**src/rtl/bis_defines.svh**
```systemverilog
// register offsets, field codes and sequence times for the ignition sequencer
`ifndef BIS_DEFINES_SVH
`define BIS_DEFINES_SVH
`define BIS_ADDR_W       4
`define BIS_OFS_CMD      4'h0
`define BIS_OFS_STATUS   4'h4
`define BIS_OFS_IRQ_STAT 4'h8
`define BIS_OFS_IRQ_MASK 4'hC
`define BIS_CMD_LO_RST   0
`define BIS_EV_W         4
`define BIS_EV_LOCKOUT   0
`define BIS_EV_RUN       1
`define BIS_EV_RECYCLE   2
`define BIS_EV_STANDBY   3
`define BIS_IGN_ONLY_S   8'h02
`define BIS_ESTAB_S      8'h06
`define BIS_STAB_S       8'h08
`define BIS_PREPURGE_S   8'h23
`define BIS_POSTPURGE_S  8'h23
`define BIS_FAN_PROVE_S  8'h78
`define BIS_MAX_RETRY    2'h3
`define BIS_FLT_NONE     8'h00
`define BIS_FLT_FAN      8'h01
`define BIS_FLT_IGN      8'h02
`define BIS_FLT_ILK      8'h03
`define BIS_FLT_JUMPER   8'h6E
`define BIS_CLK_HZ       100000000
`define BIS_HOURS_LIM    200
`endif

```
**src/rtl/bis_pkg.sv**
```systemverilog
// types shared by the ignition sequencer
package bis_pkg;
  typedef enum logic [2:0] {
    BIS_STANDBY,
    BIS_FAN_WAIT,
    BIS_PREPURGE,
    BIS_ESTAB,
    BIS_STAB,
    BIS_RUN,
    BIS_POSTPURGE,
    BIS_LOCKOUT
  } bis_state_t;
  // plant contacts, high = closed / present
  typedef struct packed {
    logic ctl;
    logic ilk;
    logic cps;
    logic flame;
    logic pfs;
    logic hfs;
  } bis_plant_t;
  // jumper inputs, high = clipped
  typedef struct packed {
    logic modulation_option_jumper;
    logic flame_amp_option_jumper;
    logic retry_option_jumper;
  } bis_jumper_t;
endpackage

```
**src/rtl/bis_sequencer.sv**
```systemverilog
// boiler ignition sequencer: purge, ignition trials, run and postpurge
//
// The strobed register port and the placing of the registers were left to the implementer.
`timescale 1ns/1ps
// Operation
// - ignition alone two seconds before fuel valve
// - amp off: valve four s, pressure by six
// - proving failure: three recycles or lockout
// - eight second stabilization, pressure loss fails
// - amp on: pressure, flame, fan open by six
// - amp on stabilization: pressure, flame, fan checks
// - fan output off during run
// - leave run on control, interlock, pressure, flame if amp on
// - 35 second postpurge with fan on
// - control drop in trials or run: postpurge
// - postpurge: fuel valve and spark off, timer waits fan switch
// - postpurge done returns to standby
// - three jumpers, intact is default
// - jumper change after 200 hours locks out
// - 35 second prepurge while inputs correct
// - fan switches must close within 120 s
`include "bis_defines.svh"
module bis_sequencer
  import bis_pkg::*;
#(
  parameter int unsigned TICK_CYCLES = `BIS_CLK_HZ,
  parameter int unsigned HOURS_LIM_S = `BIS_HOURS_LIM * 3600
) (
  input  wire logic                   ref_clk_i,
  input  wire logic                   nrst_i,
  input  wire bis_plant_t             plant_i,
  input  wire bis_jumper_t            jumper_i,
  input  wire logic [`BIS_ADDR_W-1:0] addr_i,
  input  wire logic [31:0]            wdata_i,
  input  wire logic                   wr_i,
  input  wire logic                   rd_i,
  output logic      [31:0]            rdata_o,
  output logic                        fan_o,
  output logic                        ign_o,
  output logic                        valve_o,
  output logic                        alarm_o,
  output logic                        modulate_o,
  output logic                        irq_o
);

  bis_plant_t             pl_m_q;
  bis_plant_t             pl_q;
  bis_jumper_t            jp_m_q;
  bis_jumper_t            jp_q;
  bis_jumper_t            cfg_q;
  logic                   cfg_ok_q;
  logic [31:0]            div_q;
  logic                   tick_q;
  logic [31:0]            op_sec_q;
  logic                   hours_up;
  bis_state_t             st_q;
  bis_state_t             st_d;
  logic [7:0]             sec_q;
  logic [1:0]             retry_q;
  logic [7:0]             fault_q;
  logic [7:0]             fault_d;
  logic [`BIS_EV_W-1:0]   ev;
  logic [`BIS_EV_W-1:0]   irq_stat_q;
  logic [`BIS_EV_W-1:0]   irq_mask_q;
  logic                   lo_rst;
  logic                   amp_on;
  logic                   retry_ok;
  logic                   jp_change;
  logic                   done_at;
  logic [7:0]             limit;
  logic                   prove_ok;
  logic                   stab_bad;
  logic                   fail;
  logic                   restart;

  // two flops on every plant and jumper pin before any logic looks at it
  always_ff @(posedge ref_clk_i or negedge nrst_i) begin
    if (!nrst_i) begin
      pl_m_q <= '0;
      pl_q   <= '0;
      jp_m_q <= '0;
      jp_q   <= '0;
    end else begin
      pl_m_q <= plant_i;
      pl_q   <= pl_m_q;
      jp_m_q <= jumper_i;
      jp_q   <= jp_m_q;
    end
  end

  // a timed period starts on a state change, and again each cycle that postpurge air is not yet proven
  assign restart = (st_d != st_q) || (st_q == BIS_POSTPURGE && !pl_q.pfs);

  // one second tick from the system clock; the divider restarts with each
  // timed period, so that no period falls short by a part of a second
  always_ff @(posedge ref_clk_i or negedge nrst_i) begin
    if (!nrst_i) begin
      div_q  <= '0;
      tick_q <= 1'b0;
    end else if (restart) begin
      div_q  <= 32'h1;
      tick_q <= 1'b0;
    end else if (div_q == TICK_CYCLES - 1) begin
      div_q  <= '0;
      tick_q <= 1'b1;
    end else begin
      div_q  <= div_q + 32'h1;
      tick_q <= 1'b0;
    end
  end

  // accumulated operating seconds, saturating once the limit is passed
  always_ff @(posedge ref_clk_i or negedge nrst_i) begin
    if (!nrst_i) begin
      op_sec_q <= '0;
    end else if (tick_q && !hours_up) begin
      op_sec_q <= op_sec_q + 32'h1;
    end
  end
  assign hours_up = (op_sec_q > HOURS_LIM_S);

  // jumper setting is caught after reset, once the pins have settled
  // through the synchroniser; early changes are simply adopted
  always_ff @(posedge ref_clk_i or negedge nrst_i) begin
    if (!nrst_i) begin
      cfg_q    <= '0;
      cfg_ok_q <= 1'b0;
    end else if (!cfg_ok_q || (jp_change && !hours_up)) begin
      cfg_q    <= jp_q;
      cfg_ok_q <= tick_q | cfg_ok_q;
    end
  end
  assign jp_change = cfg_ok_q && (jp_q != cfg_q);

  // option decode: clipped jumper enables flame amp and modulation, but disables retries
  assign amp_on   = cfg_q.flame_amp_option_jumper;
  assign retry_ok = !cfg_q.retry_option_jumper && (retry_q < `BIS_MAX_RETRY);

  // lockout reset command from software
  assign lo_rst = wr_i && (addr_i == `BIS_OFS_CMD) && wdata_i[`BIS_CMD_LO_RST];

  // end of the current timed period
  always_comb begin
    unique case (st_q)
      BIS_FAN_WAIT:  limit = `BIS_FAN_PROVE_S;
      BIS_PREPURGE:  limit = `BIS_PREPURGE_S;
      BIS_ESTAB:     limit = `BIS_ESTAB_S;
      BIS_STAB:      limit = `BIS_STAB_S;
      BIS_POSTPURGE: limit = `BIS_POSTPURGE_S;
      default:       limit = 8'hFF;
    endcase
  end
  assign done_at = tick_q && (sec_q == limit - 8'h01);

  // proving at close of establishing, and faults during stabilization
  assign prove_ok = pl_q.cps && (!amp_on || (pl_q.flame && !pl_q.pfs));
  assign stab_bad = !pl_q.cps || (amp_on && (!pl_q.flame || pl_q.pfs));
  assign fail     = (st_q == BIS_ESTAB && done_at && !prove_ok)
                 || (st_q == BIS_STAB && stab_bad);

  // sequence transitions
  always_comb begin
    st_d    = st_q;
    fault_d = fault_q;
    unique case (st_q)
      BIS_STANDBY: begin
        if (pl_q.ctl && pl_q.ilk) begin
          st_d = BIS_FAN_WAIT;
        end
      end
      BIS_FAN_WAIT: begin
        if (!pl_q.ctl) begin
          st_d = BIS_STANDBY;
        end else if (pl_q.pfs && pl_q.hfs) begin
          st_d = BIS_PREPURGE;
        end else if (done_at) begin
          st_d    = BIS_LOCKOUT;
          fault_d = `BIS_FLT_FAN;
        end
      end
      BIS_PREPURGE: begin
        if (!pl_q.ctl) begin
          st_d = BIS_STANDBY;
        end else if (!pl_q.ilk) begin
          st_d    = BIS_LOCKOUT;
          fault_d = `BIS_FLT_ILK;
        end else if (!pl_q.pfs || !pl_q.hfs) begin
          st_d = BIS_FAN_WAIT;
        end else if (done_at) begin
          st_d = BIS_ESTAB;
        end
      end
      BIS_ESTAB, BIS_STAB: begin
        if (!pl_q.ctl) begin
          st_d = BIS_POSTPURGE;
        end else if (fail && retry_ok) begin
          st_d = BIS_FAN_WAIT;
        end else if (fail) begin
          st_d    = BIS_LOCKOUT;
          fault_d = `BIS_FLT_IGN;
        end else if (done_at) begin
          st_d = (st_q == BIS_ESTAB) ? BIS_STAB : BIS_RUN;
        end
      end
      BIS_RUN: begin
        if (!pl_q.ctl || !pl_q.ilk || !pl_q.cps || (amp_on && !pl_q.flame)) begin
          st_d = BIS_POSTPURGE;
        end
      end
      BIS_POSTPURGE: begin
        if (done_at) begin
          st_d = BIS_STANDBY;
        end
      end
      BIS_LOCKOUT: begin
        if (lo_rst) begin
          st_d    = BIS_STANDBY;
          fault_d = `BIS_FLT_NONE;
        end
      end
    endcase
    // a late jumper change overrides every other path except the lockout reset
    if (jp_change && hours_up && st_q != BIS_LOCKOUT) begin
      st_d    = BIS_LOCKOUT;
      fault_d = `BIS_FLT_JUMPER;
    end
  end

  // state and fault code registers
  always_ff @(posedge ref_clk_i or negedge nrst_i) begin
    if (!nrst_i) begin
      st_q    <= BIS_STANDBY;
      fault_q <= `BIS_FLT_NONE;
    end else begin
      st_q    <= st_d;
      fault_q <= fault_d;
    end
  end

  // seconds within the period; postpurge holds at zero until the fan
  // switch proves air flow, so a dead fan cannot fake a purge
  always_ff @(posedge ref_clk_i or negedge nrst_i) begin
    if (!nrst_i) begin
      sec_q <= '0;
    end else if (st_d != st_q) begin
      sec_q <= '0;
    end else if (st_q == BIS_POSTPURGE && !pl_q.pfs) begin
      sec_q <= '0;
    end else if (tick_q && sec_q != 8'hFF) begin
      sec_q <= sec_q + 8'h01;
    end
  end

  // ignition retry count
  always_ff @(posedge ref_clk_i or negedge nrst_i) begin
    if (!nrst_i) begin
      retry_q <= '0;
    end else if (st_d == BIS_RUN && st_q != BIS_RUN) begin
      retry_q <= '0;
    end else if (st_q == BIS_LOCKOUT && lo_rst) begin
      retry_q <= '0;
    end else if (fail && retry_ok && pl_q.ctl) begin
      retry_q <= retry_q + 2'h1;
    end
  end

  // load outputs, all straight from flops
  always_ff @(posedge ref_clk_i or negedge nrst_i) begin
    if (!nrst_i) begin
      fan_o      <= 1'b0;
      ign_o      <= 1'b0;
      valve_o    <= 1'b0;
      alarm_o    <= 1'b0;
      modulate_o <= 1'b0;
    end else begin
      fan_o      <= (st_d != BIS_STANDBY) && (st_d != BIS_RUN)
                 && (st_d != BIS_LOCKOUT);
      ign_o      <= (st_d == BIS_ESTAB) && (sec_q < `BIS_IGN_ONLY_S)
                 && (st_q == BIS_ESTAB || st_d != st_q);
      valve_o    <= ((st_d == BIS_ESTAB) && (st_q == BIS_ESTAB)
                 && (sec_q >= `BIS_IGN_ONLY_S))
                 || (st_d == BIS_STAB) || (st_d == BIS_RUN);
      alarm_o    <= (st_d == BIS_LOCKOUT);
      modulate_o <= (st_d == BIS_RUN) && cfg_q.modulation_option_jumper;
    end
  end

  // sequence events for the interrupt status
  always_comb begin
    ev = '0;
    ev[`BIS_EV_LOCKOUT] = (st_d == BIS_LOCKOUT) && (st_q != BIS_LOCKOUT);
    ev[`BIS_EV_RUN]     = (st_d == BIS_RUN) && (st_q != BIS_RUN);
    ev[`BIS_EV_RECYCLE] = (st_d == BIS_FAN_WAIT) && (st_q == BIS_ESTAB || st_q == BIS_STAB);
    ev[`BIS_EV_STANDBY] = (st_d == BIS_STANDBY) && (st_q == BIS_POSTPURGE);
  end

  // sticky status, cleared by a read; a new event in the read cycle wins
  always_ff @(posedge ref_clk_i or negedge nrst_i) begin
    if (!nrst_i) begin
      irq_stat_q <= '0;
    end else if (rd_i && addr_i == `BIS_OFS_IRQ_STAT) begin
      irq_stat_q <= ev;
    end else begin
      irq_stat_q <= irq_stat_q | ev;
    end
  end

  // interrupt mask register
  always_ff @(posedge ref_clk_i or negedge nrst_i) begin
    if (!nrst_i) begin
      irq_mask_q <= '0;
    end else if (wr_i && addr_i == `BIS_OFS_IRQ_MASK) begin
      irq_mask_q <= wdata_i[`BIS_EV_W-1:0];
    end
  end

  // level interrupt, registered from next status so it tracks it exactly
  always_ff @(posedge ref_clk_i or negedge nrst_i) begin
    if (!nrst_i) begin
      irq_o <= 1'b0;
    end else if (rd_i && addr_i == `BIS_OFS_IRQ_STAT) begin
      irq_o <= |(ev & irq_mask_q);
    end else if (wr_i && addr_i == `BIS_OFS_IRQ_MASK) begin
      irq_o <= |((irq_stat_q | ev) & wdata_i[`BIS_EV_W-1:0]);
    end else begin
      irq_o <= |((irq_stat_q | ev) & irq_mask_q);
    end
  end

  // read data, valid the cycle after the strobe only
  always_ff @(posedge ref_clk_i or negedge nrst_i) begin
    if (!nrst_i) begin
      rdata_o <= '0;
    end else if (rd_i) begin
      unique case (addr_i)
        `BIS_OFS_STATUS:
          rdata_o <= {1'b0, hours_up, jp_q, cfg_q, fault_q, 6'h00, retry_q,
                      5'h00, st_q};
        `BIS_OFS_IRQ_STAT: rdata_o <= {28'h0000000, irq_stat_q};
        `BIS_OFS_IRQ_MASK: rdata_o <= {28'h0000000, irq_mask_q};
        default:           rdata_o <= '0;
      endcase
    end else begin
      rdata_o <= '0;
    end
  end

endmodule

```
**config.mk**
```make
export PLATFORM = sky130hd
export DESIGN_NAME = bis_sequencer
export DESIGN_NICKNAME = d
export VERILOG_FILES = /design/src/rtl/bis_pkg.sv /design/src/rtl/bis_sequencer.sv
export VERILOG_INCLUDE_DIRS = /design/src /design/src/rtl
export SDC_FILE = /design/constraint.sdc
export NUM_CORES = 1
export LEC_CHECK = 0
export BUFFER_PORTS_ARGS = -buffer_cell sky130_fd_sc_hd__buf_2
export CAP_MARGIN = 40
export CORE_ASPECT_RATIO = 1.25
export CORE_UTILIZATION = 30
export CTS_CLUSTER_SIZE = 10
export DETAILED_ROUTE_END_ITERATION = 7
export GPL_ROUTABILITY_DRIVEN = 0
export PLACE_DENSITY = 0.58
export SETUP_SLACK_MARGIN = 0.3
export SYNTH_ARGS = -nofsm -noshare
export SYNTH_HDL_FRONTEND = slang
export SYNTH_SLANG_ARGS = --single-unit
export TNS_END_PERCENT = 20
```
**constraint.sdc**
```tcl
create_clock -name ref_clk_i -period 3.38 [get_ports ref_clk_i]
set_input_delay 0.169 -clock ref_clk_i [delete_from_list [all_inputs] [get_ports ref_clk_i]]
set_output_delay 0.169 -clock ref_clk_i [all_outputs]
set_load 0.03 [all_outputs]
```
==> metrics <==
status finished, final reports clean; vias per inst 4.66; clk sinks 133; core box area 21000 um2; area grow syn2layout 21.6%; CTS clk-pin slew, worst paths 0.06 ns; FF+latch count, synth 133; clk buf depth 2; number of remaining DRC errors 0; CTS buffer count 17; final hold vios 0; DR vias 4607; Initial Util 31.0%; Commonest cells post-synth dfrtp_1, nor2_1, nand2_1; Hold WS 0.0278 ns; top cell type's share of synthesized area 51.1%; Unique masters post-synth 70; Die H 167 um; CTS tree built; Syn Area/Cell 10.3 um2; initial detailed-routing violation count 224; Worst Path Arrival 3.50 ns; power density cells 703 nW/um2; RSZ-0062 raised after global routing yes; worst endpoint required time 3.73 ns; Async S/R FF share, synth 100%; Worst-Margin Slew 0.678 ns; top_reg_cell synth dfrtp_1; Synth Cell Area 6520 um2; top-count cell post-synth dfrtp_1; HPWL Detailed 9440 um; worst path cell trace xor2_1, nor2b_2, ha_1, xor2_1, and2_4, o2111ai_4, nor3_4, buf_6, nor3_4, o211ai_4, mux2i_1, nand3_2, or2_4, buf_12, nor2_1; CTS H-tree lvls 4; Worst setup SP type flip-flop; synth top area cells dfrtp_1, xnor2_1, xor2_1; YS warnings 0; slew margin rel. 54.8%; ant diodes 0; CTS root buffer clkbuf_16; Max-cap violations 0; register area share after synthesis 51.1%; CP delay by family, top simple AND/OR/NAND/NOR gates; number of synthesized flops with an enable pin 0; Max Fanout on Critical Path 16; final-layout fill cell count 2098; Critical Path Sink Type flip-flop; fin crit period 3.15 ns; Tcrit/Tclk final 93.1%; first-pass GRT wire length 22600 um; fin nets 758; worst-skew pair later-pin latency 0.42 ns; Detail Route Antenna Nets 0; Worst Hold Class input port to flip-flop; WP buf/inv 2; skew final 0.00719 ns; worst vdd ir 0.361 mV; initial antenna violation count 0; Final Max Slew Viols 0; total track usage 12.9%; Fmax achieved 0.318 GHz; vias in the first global route 4539; largest net degree at the start of global routing 76; Slowest-stage cell, CP dfrtp_2; Crit path largest cell delay 0.43 ns; routed length per instance 13.5 um; critical path class flip-flop to flip-flop; final core occ 37.7%; total grt overflow 0; PortBufs 45; DIE WIDTH 134 um; DIE AREA 22300 um2; Routed WL 13300 um; Finish-stage setup viols 0; Yosys top cell by area dfrtp_1; cell count after synthesis 635; drt pass-1 iters 4; # IOs 87; share of cells above drive strength 1 21.7%; total leakage power 3.59 nW; row cnt 59
-- registers in the layout, summed over array words and instances, names as in the netlist, 4 cells and up --
name        cells
op_sec_q       32
pl_m_q          6
div_q          32
irq_stat_q      4
pl_q            6
rdata_o        16
sec_q           8
irq_mask_q      4
-- area by class of cell --
| type | instances | area, um2 | area share (%) |
|---|---|---|---|
| clock buffer | 20 | 457 | 5.76 |
| clock inverter | 12 | 201 | 2.54 |
| inverter | 22 | 82.6 | 1.04 |
| multi-input combinational | 446 | 2960 | 37.4 |
| sequential | 133 | 3330 | 42.0 |
| tap | 274 | 343 | 4.33 |
| timing repair buffer | 82 | 551 | 6.95 |
-- timing repair --
action,in CTS,in global routing
resized for setup,8,8
pin swaps,0,7
endpoints found under the setup margin,20,47
endpoints found under the hold margin,82,0
hold buffers,11,0
buffers inserted,0,3
-- metal layers --
layer  vias to the layer above  global-route usage [%]  routed length [um]  share of wire [%]
met2                        80                    20.5                6270                 47
met4                         0                    7.31                 482                3.6
met5                         -                       0                   0                  0
li1                       2286                       -                   -                  -
met1                      2209                    16.0                6140                 46
met3                        32                    3.07                 420                3.2
-- layout by cell type (no fill, tap or decap), types with 4 or more instances in the layout --
master | Yosys | routed
nor2_2 | 9 | 13
or2_2 | 5 | 5
nor4_1 | 11 | 10
nand2b_1 | 10 | 10
buf_4 | 17 | 23
nor2_1 | 67 | 63
nand2_1 | 42 | 42
nor3_1 | 11 | 11
a21oi_1 | 10 | 10
buf_2 | 10 | 45
o21ai_0 | 14 | 14
xnor2_1 | 33 | 33
o22ai_1 | 6 | 6
nand3_1 | 30 | 30
conb_1 | 1 | 13
o211ai_1 | 4 | 4
mux2_2 | 10 | 10
xor2_1 | 32 | 32
dfrtp_1 | 133 | 132
nor2b_1 | 12 | 11
nand4_1 | 12 | 12
clkbuf_16 | 0 | 17
bufinv_16 | 0 | 5
mux2i_1 | 5 | 5
nor4b_1 | 4 | 4
and3_1 | 15 | 15
a22oi_1 | 7 | 7
ha_1 | 7 | 7
inv_1 | 21 | 21
a2bb2oi_1 | 4 | 4
dlygate4sd3_1 | 0 | 11
and2_1 | 16 | 15
-- power by group --
group	switching, W	leakage [nW]	total (W)	internal [W]
combinational	0.00105	1.49	0.00173	0.000688
sequential	0.0000851	1.78	0.00180	0.00172
clock	0.000690	0.316	0.00204	0.00135
-- logic make-up after synthesis --
group	count (synthesis)	synth area share (%)
compound gates	83	9.60
xor+xnor	66	9.08
fa+ha+maj	7	1.34
buf+inv	68	5.32
flops	133	51.1
mux	15	2.50
other cells	1	0.0575
simple gates	262	21.0
-- through the flow --
step | instances | worst slack [ns] | total power, W | TNS, ns | cell area, um2
finish | 989 | 0.233 | 0.00557 | 0 | 7920
global route | 989 | 0.0663 | 0.00590 | 0 | 7920
CTS | 986 | 0.235 | 0.00563 | 0 | 7870
detailed placement | 943 | 0.140 | 0.00348 | 0 | 7060
global placement | 942 | 0.211 | 0.00348 | 0 | 7060
floorplan | 647 | -0.00726 | 0.00308 | -0.0560 | 6590
-- path summary, 6_finish.rpt --
check	start	endpoint	cells after the start	slack (ns)
worst max register to register	st_q[0]	div_q[3]	15	0.23
worst max-delay path	st_q[0]	div_q[3]	15	0.23
max in group asynchronous	nrst_i	rdata_o[9]	3	2.26
worst min register to register	jp_m_q[1]	jp_q[1]	0	0.35
worst min-delay path	wdata_i[3]	irq_mask_q[3]	2	0.03
min in group asynchronous	nrst_i	div_q[23]	2	0.34
-- worst reg2reg max path: cells and delay by family, from the launching register on --
family / cells / cell delay, ns
muxes: 1 / 0.23
DFF: 1 / 0.43
and+or+nand+nor: 7 / 1.09
AOI/OAI and AO/OA: 2 / 0.39
adders and majority gates: 1 / 0.28
xor gates and xnor gates: 2 / 0.35
buffers and inverters: 2 / 0.31
(Power assumes the default switching activity.)
